### src/diag_cfg_pkg.sv
// Constants and carrier types for the diagnostic configuration registers.
// Assumes a 25 MHz master clock and a 5-bit register address space.
`default_nettype none
package diag_cfg_pkg;
  // Register offsets
  localparam logic [4:0]  GEN_CFG2_ADDR      = 5'h0a;
  localparam logic [4:0]  DIAG_EN_ADDR       = 5'h10;
  // Reset values of the full 22-bit readback words
  localparam logic [21:0] GEN_CFG2_RESET     = 22'h0a_0200;
  localparam logic [21:0] DIAG_EN_RESET      = 22'h10_005d;
  // Common field positions
  localparam int          ALARM_BIT          = 21;
  localparam int          ADDR_LSB           = 16;
  localparam int          REG_WIDTH          = 22;
  // General configuration 2 fields
  localparam int          BCAST_LOAD_BIT     = 10;
  localparam int          FAULT_SEL_BIT      = 9;
  localparam int          GEN_CFG2_RW_MSB    = 14;
  // Diagnostic enable fields
  localparam int          LATCH_MON_BIT      = 6;
  localparam int          INV_CHECK_BIT      = 4;
  localparam int          CAL_CRC_BIT        = 3;
  localparam int          FREQ_MON_BIT       = 2;
  localparam int          LINK_CRC_BIT       = 0;
  localparam int          DIAG_EN_RW_MSB     = 6;
  // Converter code width
  localparam int          CODE_WIDTH         = 14;
  // Fault persistence times and derived cycle counts
  localparam int          CLK_FREQ_KHZ       = 25000;
  localparam int          FAULT_LONG_US      = 25000;
  localparam int          FAULT_SHORT_US     = 6500;
  localparam int          FAULT_LONG_CYCLES  = FAULT_LONG_US * CLK_FREQ_KHZ / 1000;
  localparam int          FAULT_SHORT_CYCLES = FAULT_SHORT_US * CLK_FREQ_KHZ / 1000;
  localparam int          TIMER_WIDTH        = 20;

  // Register write request from the serial host port
  typedef struct packed {
    logic        wr;
    logic [4:0]  addr;
    logic [15:0] data;
  } reg_wr_s;

  // Internal, latched and inverse converter codes for the latch monitor and inverse check
  typedef struct packed {
    logic [CODE_WIDTH-1:0] internal_code;
    logic [CODE_WIDTH-1:0] latched_code;
    logic [CODE_WIDTH-1:0] inverse_code;
  } code_set_s;
endpackage : diag_cfg_pkg
`default_nettype wire

### src/diag_config_registers.sv
// Diagnostic configuration registers: general config 2 and digital check enables.
// Assumes the serial host port decodes frames into one-cycle write and read strobes.
`timescale 1ns/1ps
`default_nettype none
module diag_config_registers #(
  parameter int FAULT_LONG_CYCLES  = diag_cfg_pkg::FAULT_LONG_CYCLES,  // 25 ms count
  parameter int FAULT_SHORT_CYCLES = diag_cfg_pkg::FAULT_SHORT_CYCLES  // 6.5 ms count
) (
  input  wire logic                      clk_i,             // Master clock
  input  wire logic                      arst_n_i,          // Async reset, low
  input  wire diag_cfg_pkg::reg_wr_s     reg_wr_i,          // Register write request
  input  wire logic                      rd_i,              // Read strobe
  input  wire logic [4:0]                rd_addr_i,         // Read address
  input  wire logic                      alarm_pin_i,       // Alarm pin level
  input  wire logic                      sw_load_cmd_i,     // Software load command
  input  wire logic                      addr_match_i,      // Address pins match
  input  wire logic                      fault_raw_i,       // Raw output fault
  input  wire diag_cfg_pkg::code_set_s   codes_i,           // Converter codes
  input  wire logic                      cal_refresh_i,     // Cal memory refreshed
  input  wire logic                      err_clear_i,       // Clear error flags
  output logic [21:0]                    rdata_o,           // Read data
  output logic                           rvalid_o,          // Read data valid
  output logic                           load_pulse_o,      // Load converter
  output logic                           fault_filtered_o,  // Persisted fault
  output logic                           latch_monitor_error_o, // Latch mismatch
  output logic                           inverse_error_o,   // Inverse mismatch
  output logic                           cal_crc_start_o,   // Start cal CRC
  output logic                           clock_frequency_monitor_enable_o,     // Freq monitor on
  output logic                           link_crc_en_o      // Link CRC on
);
  logic [diag_cfg_pkg::GEN_CFG2_RW_MSB:0] gen_cfg2;
  logic [diag_cfg_pkg::DIAG_EN_RW_MSB:0]  diag_en;
  logic [diag_cfg_pkg::TIMER_WIDTH-1:0]   fault_limit;
  logic                                   filt_fault;

  // Address decode shared by write and read
  function automatic logic hit(input logic [4:0] a, input logic [4:0] off);
    hit = (a == off);
  endfunction : hit

  // General configuration 2 writable field
  always_ff @(posedge clk_i or negedge arst_n_i) begin
    if (!arst_n_i) begin
      gen_cfg2 <= diag_cfg_pkg::GEN_CFG2_RESET[diag_cfg_pkg::GEN_CFG2_RW_MSB:0];
    end else if (reg_wr_i.wr && hit(reg_wr_i.addr, diag_cfg_pkg::GEN_CFG2_ADDR)) begin
      gen_cfg2 <= reg_wr_i.data[diag_cfg_pkg::GEN_CFG2_RW_MSB:0];
    end
  end

  // Diagnostic enable writable field
  always_ff @(posedge clk_i or negedge arst_n_i) begin
    if (!arst_n_i) begin
      diag_en <= diag_cfg_pkg::DIAG_EN_RESET[diag_cfg_pkg::DIAG_EN_RW_MSB:0];
    end else if (reg_wr_i.wr && hit(reg_wr_i.addr, diag_cfg_pkg::DIAG_EN_ADDR)) begin
      diag_en <= reg_wr_i.data[diag_cfg_pkg::DIAG_EN_RW_MSB:0];
    end
  end

  // Registered readback with live alarm level and own address
  always_ff @(posedge clk_i or negedge arst_n_i) begin
    if (!arst_n_i) begin
      rdata_o  <= '0;
      rvalid_o <= 1'b0;
    end else begin
      rvalid_o <= rd_i;
      if (rd_i) begin
        if (hit(rd_addr_i, diag_cfg_pkg::GEN_CFG2_ADDR)) begin
          rdata_o <= {alarm_pin_i, diag_cfg_pkg::GEN_CFG2_ADDR, 1'b0, gen_cfg2};
        end else if (hit(rd_addr_i, diag_cfg_pkg::DIAG_EN_ADDR)) begin
          rdata_o <= {alarm_pin_i, diag_cfg_pkg::DIAG_EN_ADDR, 9'h000, diag_en};
        end else begin
          rdata_o <= {alarm_pin_i, rd_addr_i, 16'h0000};
        end
      end
    end
  end

  // Broadcast software load ignores the address pins
  always_ff @(posedge clk_i or negedge arst_n_i) begin
    if (!arst_n_i) begin
      load_pulse_o <= 1'b0;
    end else begin
      load_pulse_o <= sw_load_cmd_i && (gen_cfg2[diag_cfg_pkg::BCAST_LOAD_BIT] || addr_match_i);
    end
  end

  // Fault persistence length select
  assign fault_limit = gen_cfg2[diag_cfg_pkg::FAULT_SEL_BIT]
                     ? FAULT_SHORT_CYCLES[diag_cfg_pkg::TIMER_WIDTH-1:0]
                     : FAULT_LONG_CYCLES[diag_cfg_pkg::TIMER_WIDTH-1:0];

  fault_persist_filter u_fault_filter (
    .clk_i      (clk_i),
    .arst_n_i   (arst_n_i),
    .limit_i    (fault_limit),
    .raw_i      (fault_raw_i),
    .filtered_o (filt_fault)
  );

  // Output register for the persisted fault
  always_ff @(posedge clk_i or negedge arst_n_i) begin
    if (!arst_n_i) begin
      fault_filtered_o <= 1'b0;
    end else begin
      fault_filtered_o <= filt_fault;
    end
  end

  // Sticky check flags, set wins over clear
  always_ff @(posedge clk_i or negedge arst_n_i) begin
    if (!arst_n_i) begin
      latch_monitor_error_o <= 1'b0;
      inverse_error_o       <= 1'b0;
    end else begin
      if (diag_en[diag_cfg_pkg::LATCH_MON_BIT] && (codes_i.latched_code != codes_i.internal_code)) begin
        latch_monitor_error_o <= 1'b1;
      end else if (err_clear_i) begin
        latch_monitor_error_o <= 1'b0;
      end
      if (diag_en[diag_cfg_pkg::INV_CHECK_BIT] && (codes_i.latched_code != ~codes_i.inverse_code)) begin
        inverse_error_o <= 1'b1;
      end else if (err_clear_i) begin
        inverse_error_o <= 1'b0;
      end
    end
  end

  // Engine enables and calibration CRC trigger
  always_ff @(posedge clk_i or negedge arst_n_i) begin
    if (!arst_n_i) begin
      cal_crc_start_o <= 1'b0;
      clock_frequency_monitor_enable_o   <= 1'b1;
      link_crc_en_o   <= 1'b1;
    end else begin
      cal_crc_start_o <= cal_refresh_i && diag_en[diag_cfg_pkg::CAL_CRC_BIT];
      clock_frequency_monitor_enable_o   <= diag_en[diag_cfg_pkg::FREQ_MON_BIT];
      link_crc_en_o   <= diag_en[diag_cfg_pkg::LINK_CRC_BIT];
    end
  end

  // Assertions
  property p_bcast_load;
    @(posedge clk_i) disable iff (!arst_n_i)
    sw_load_cmd_i && !addr_match_i && gen_cfg2[diag_cfg_pkg::BCAST_LOAD_BIT] |=> load_pulse_o;
  endproperty
  a_bcast_load: assert property (p_bcast_load) else $error("broadcast load missed");

  property p_addr_load;
    @(posedge clk_i) disable iff (!arst_n_i)
    sw_load_cmd_i && !addr_match_i && !gen_cfg2[diag_cfg_pkg::BCAST_LOAD_BIT] |=> !load_pulse_o;
  endproperty
  a_addr_load: assert property (p_addr_load) else $error("load without address match");

  property p_fault_hold;
    @(posedge clk_i) disable iff (!arst_n_i)
    $changed(filt_fault) |-> $past(fault_raw_i) == filt_fault;
  endproperty
  a_fault_hold: assert property (p_fault_hold) else $error("fault changed against raw");

  property p_latch_err;
    @(posedge clk_i) disable iff (!arst_n_i)
    diag_en[diag_cfg_pkg::LATCH_MON_BIT] && (codes_i.latched_code != codes_i.internal_code)
      |=> latch_monitor_error_o [*1];
  endproperty
  a_latch_err: assert property (p_latch_err) else $error("latch mismatch not flagged");

  property p_inv_err;
    @(posedge clk_i) disable iff (!arst_n_i)
    !inverse_error_o && !diag_en[diag_cfg_pkg::INV_CHECK_BIT] |=> !inverse_error_o;
  endproperty
  a_inv_err: assert property (p_inv_err) else $error("inverse flag while disabled");

  property p_cal_crc;
    @(posedge clk_i) disable iff (!arst_n_i)
    cal_refresh_i ##0 diag_en[diag_cfg_pkg::CAL_CRC_BIT] |=> cal_crc_start_o;
  endproperty
  a_cal_crc: assert property (p_cal_crc) else $error("cal CRC not started");

  property p_freq_mon;
    @(posedge clk_i) disable iff (!arst_n_i)
    reg_wr_i.wr && reg_wr_i.addr == diag_cfg_pkg::DIAG_EN_ADDR
      |=> ##1 clock_frequency_monitor_enable_o == $past(reg_wr_i.data[diag_cfg_pkg::FREQ_MON_BIT], 2);
  endproperty
  a_freq_mon: assert property (p_freq_mon) else $error("freq monitor enable wrong");

  property p_link_crc;
    @(posedge clk_i) disable iff (!arst_n_i)
    reg_wr_i.wr && reg_wr_i.addr == diag_cfg_pkg::DIAG_EN_ADDR
      |=> ##1 link_crc_en_o == $past(reg_wr_i.data[diag_cfg_pkg::LINK_CRC_BIT], 2);
  endproperty
  a_link_crc: assert property (p_link_crc) else $error("link CRC enable wrong");

  property p_alarm_bit;
    @(posedge clk_i) disable iff (!arst_n_i)
    rd_i |=> rvalid_o && rdata_o[diag_cfg_pkg::ALARM_BIT] == $past(alarm_pin_i);
  endproperty
  a_alarm_bit: assert property (p_alarm_bit) else $error("alarm bit not live");

  property p_diag_addr;
    @(posedge clk_i) disable iff (!arst_n_i)
    rd_i && rd_addr_i == diag_cfg_pkg::DIAG_EN_ADDR
      |=> rdata_o[20:16] == diag_cfg_pkg::DIAG_EN_ADDR && rdata_o[15:7] == 9'h000;
  endproperty
  a_diag_addr: assert property (p_diag_addr) else $error("diag register readback wrong");

  c_bcast: cover property (@(posedge clk_i) sw_load_cmd_i && !addr_match_i ##1 load_pulse_o);
  c_fault: cover property (@(posedge clk_i) $rose(fault_filtered_o));
  c_latch: cover property (@(posedge clk_i) $rose(latch_monitor_error_o));
  c_read:  cover property (@(posedge clk_i) rd_i && rd_addr_i == diag_cfg_pkg::DIAG_EN_ADDR);
endmodule : diag_config_registers
`default_nettype wire

### src/fault_persist_filter.sv
// Persistence filter for the analog output fault indication.
// Assumes a raw fault level synchronous to clk_i and a limit held steady.
`timescale 1ns/1ps
`default_nettype none
module fault_persist_filter (
  input  wire logic                                 clk_i,      // Master clock
  input  wire logic                                 arst_n_i,   // Async reset, low
  input  wire logic [diag_cfg_pkg::TIMER_WIDTH-1:0] limit_i,    // Cycles to persist
  input  wire logic                                 raw_i,      // Raw fault level
  output logic                                      filtered_o  // Filtered fault level
);
  logic [diag_cfg_pkg::TIMER_WIDTH-1:0] count;

  // Count while raw differs from filtered, restart on agreement
  always_ff @(posedge clk_i or negedge arst_n_i) begin
    if (!arst_n_i) begin
      count      <= '0;
      filtered_o <= 1'b0;
    end else if (raw_i == filtered_o) begin
      count <= '0;
    end else if (count + 1'b1 >= limit_i) begin
      count      <= '0;
      filtered_o <= raw_i;
    end else begin
      count <= count + 1'b1;
    end
  end
endmodule : fault_persist_filter
`default_nettype wire

### config.mk
export PLATFORM = sky130hd
export DESIGN_NAME = diag_config_registers
export DESIGN_NICKNAME = d
export VERILOG_FILES = /design/src/diag_cfg_pkg.sv /design/src/diag_config_registers.sv /design/src/fault_persist_filter.sv
export SDC_FILE = /design/constraint.sdc
export NUM_CORES = 1
export LEC_CHECK = 0
export BUFFER_PORTS_ARGS = -buffer_cell sky130_fd_sc_hd__buf_4
export CELL_PAD_IN_SITES_DETAIL_PLACEMENT = 1
export CELL_PAD_IN_SITES_GLOBAL_PLACEMENT = 2
export CORE_MARGIN = 5
export CORE_UTILIZATION = 29
export DETAILED_ROUTE_END_ITERATION = 16
export GPL_TIMING_DRIVEN = 0
export PLACE_DENSITY_LB_ADDON = 0.3
export SKIP_LAST_GASP = 1
export SLEW_MARGIN = 20
export SYNTH_ARGS = -nofsm -noshare
export SYNTH_HDL_FRONTEND = slang
export SYNTH_SLANG_ARGS = --single-unit
export TNS_END_PERCENT = 30
### constraint.sdc
create_clock -name clk_i -period 2.75 [get_ports clk_i]
set_input_delay 0.825 -clock clk_i [delete_from_list [all_inputs] [get_ports clk_i]]
set_output_delay 0.825 -clock clk_i [all_outputs]
set_load 0.05 [all_outputs]
==> flow_summary.ini <==
[outcome]
status = finished, violations left
violations = negative setup slack

[floorplan]
ios = 108
die_y_um = 122.5
fp.dieW_um = 122.5
rows = 41
die_area_sq_um = 15000
core-area_sq_um = 12520
initial_core_util_pct = 29.31

[sta]
hold_viol_final = 0
min_period_ps = 3284
max_freq_ghz = 0.3045
maxSlewHeadroom_pct = 25.60
setup_viol_count_final = 20
rsz0062_at_grt = yes
drv_slew = 0
fin_crit_sh_pct = 119.4
finClkSkew_ps = 5.352
hold_slack_ps = 378.4
setup_ws_ps = -534.3
worstMarginPinSlew_ps = 1108

[worst_hold_path]
holdCritStartpoint = diag_en[0]$_DFFE_PN1P_
min_to = link_crc_en_o$_DFF_PN1_
hold_depth = 0
hold_class = flop to flop

[grt]
grt_pass1_wl_mm = 16.48
grt_max_degree = 73
grt-ovfl-total = 0
grt_pass1_vias = 3325
antenna_found_initial = 0
track_usage_pct = 14.15

[finish]
layout_commonest_cell = buf_4
final_area_sq_um = 5261
area_growth_pct = 43.42
fillers = 1430
final_cell_mix = buf_4 (123), dfrtp_1 (61), mux2_2 (28)
fin_nets = 556
diodes = 0
drive_gt1_share_pct = 43.07
final_cells = 641

[yosys]
ys.flop_type = dfrtp_1
synth_edf_count = 0
ys.warnings.count = 0
ys_seq_elements = 72
syn-num-nets = 420
async_flop_share_pct = 100.0
yosysTopAreaCell = dfrtp_1
yosysTopAreaCellShare_pct = 43.66
ys_top_cells_by_area = dfrtp_1 (44%), mux2_2 (8.6%), xnor2_1 (6.0%)
yosysSeqAreaShare_pct = 49.39
syn_area_per_cell_sq_um = 11.18
synthCells = 328
synth.distinct_cells = 42
synth_area_sq_um = 3669

[place]
io_buffers = 105
placed_cell_area_sq_um = 4698
place_congestion = 0.7602
dp.cells = 605
dp_hpwl_mm = 7.397

[clock_network]
cts_root_buffer = clkbuf_16
htreeDepth = 3
hold_buffers = 0
clock_latency_ps = 330
cts_inserted_buffers = 9
path_clk_slew_ps = 50
max-clock-path-buffers = 2
cts_tree = done
cts.sinks = 72

[worst_setup_path]
start_kind = flop
reg2reg_setup_slack_ps = -530
cp-end-kind = flop
crit_type = flop to flop
critPathMaxFanout = 5
r2r-end = u_fault_filter.count[7]$_DFF_PN0_
cp.required_ps = 2970
worst_ep_arrival_time_ps = 3500
r2r-start = u_fault_filter.count[0]$_DFF_PN0_
r2r.worst_path.cells = 13

[routing]
wl_per_cell_um = 15.81
vias = 2970
drc = 0
antenna_left = 0
drt_wl_total_mm = 10.13
detail_route.first_pass.iterations = 4
viasPerCell = 4.633
drtIter0Drc = 99

[run]
cap_violations = 0

[power]
p_per_area_nw_per_um2 = 581.2
ir_drop_mv = 0.3631
leakagePower_nw = 2.480
final cells by class:
type / instances / area, sq um / share of cell area [%]
Clock buffer: 13 / 250.2 / 4.756
Inverter: 14 / 52.55 / 0.9988
Multi-Input combinational cell: 233 / 1873 / 35.60
Tap cell: 172 / 215.2 / 4.090
Clock inverter: 3 / 42.54 / 0.8086
Sequential cell: 72 / 1815 / 34.51
Buffer: 10 / 60.06 / 1.141
Timing Repair Buffer: 124 / 952.2 / 18.10
synth_stat cells (2+ instances only):
master	number
nor2b_1	4
nor3_1	5
inv_1	14
o21a_1	2
o21ai_0	12
and2b_1	6
nand4_1	10
ha_1	14
a21o_1	4
dfstp_2	8
a211o_1	2
nor4_1	8
buf_4	2
xor2_1	21
nand3_1	17
o31ai_1	2
nor2_1	21
nand2_1	12
mux2_2	28
clkbuf_1	7
and2_1	2
a22oi_1	7
and3_1	3
nor2b_2	3
a21oi_1	10
xnor2_1	25
dfrtp_1	64
routing by layer:
metal  track usage (%)  part of all wire, %  vias to the layer above
met4             4.899                  1.6                        0
met5                 0                    0                        -
met3             4.194                  5.0                       12
met1             16.16                   41                     1465
li1                  -                    -                     1426
met2             25.15                   53                       67
metrics by stage:
step,power [mW],utilization [%],setup TNS (ps),worst slack [ps]
after floorplan,1.617,-,-1213,-77.70
after global placement,1.862,37.54,-14880,-670.3
after detailed placement,1.879,37.54,-15510,-676.5
after CTS,3.118,41.60,-8142,-468.4
after global routing,3.219,42.03,-12660,-690.5
final,3.058,42.03,-9075,-534.3
flip-flops by register name, summed over array words and instances, names as in the netlist:
signal,flops
rvalid_o,1
cal_crc_start_o,1
rdata_o,21
latch_monitor_error_o,1
fault_filtered_o,1
link_crc_en_o,1
clock_frequency_monitor_enable_o,1
diag_en,7
u_fault_filter.count,20
u_fault_filter.filtered_o,1
load_pulse_o,1
gen_cfg2,15
inverse_error_o,1
power by group:
group	internal [mW]	switching [mW]
registers	1.19	0.0797
logic	0.300	0.342
clock network	0.726	0.421
worst max path at each step:
stage / start / depth (start not counted) / slack [ps] / end
after floorplan: u_fault_filter.count[2]$_DFF_PN0_ / 13 / -80 / u_fault_filter.count[4]$_DFF_PN0_
after global placement: u_fault_filter.count[2]$_DFF_PN0_ / 13 / -670 / u_fault_filter.count[4]$_DFF_PN0_
after detailed placement: u_fault_filter.count[2]$_DFF_PN0_ / 13 / -680 / u_fault_filter.count[4]$_DFF_PN0_
after CTS: u_fault_filter.count[0]$_DFF_PN0_ / 12 / -470 / u_fault_filter.count[16]$_DFF_PN0_
after global routing: u_fault_filter.count[6]$_DFF_PN0_ / 16 / -690 / u_fault_filter.count[4]$_DFF_PN0_
final: u_fault_filter.count[0]$_DFF_PN0_ / 13 / -530 / u_fault_filter.count[7]$_DFF_PN0_
what timing repair did:
item / 4_1_cts / 5_1_grt
gates cloned: 2 / 0
pin swaps: 12 / 1
gates resized for setup: 16 / 8
buffers inserted: 14 / 4
hold endpoints to repair: 0 / 0
endpoints found under the setup margin: 28 / 28
critical path: stages (launching register included):
cell and delay (ps):
dfrtp_1 420, nand4_1 230, nor4_4 280, and2_4 220, nand4_1 160, xnor2_2 190
ha_1 320, nand3_1 80, a211o_1 250, a22o_1 240, a21oi_2 210, a2111o_2 250
buf_4 150, and2b_1 170
cells by family (layout without fill, tap and decap cells):
logic type      after synthesis  in the layout  share of synthesized area, %
compound gates               46             47                         8.322
simple gates                 96             96                         14.70
mux                          29             29                         8.868
other cells                   1              1                        0.1022
buf+inv                      24            164                         2.865
fa+ha+maj                    14             14                         4.775
flops                        72             72                         49.39
xor+xnor                     46             46                         10.98
No activity file was read; power rests on OpenSTA's default activity.
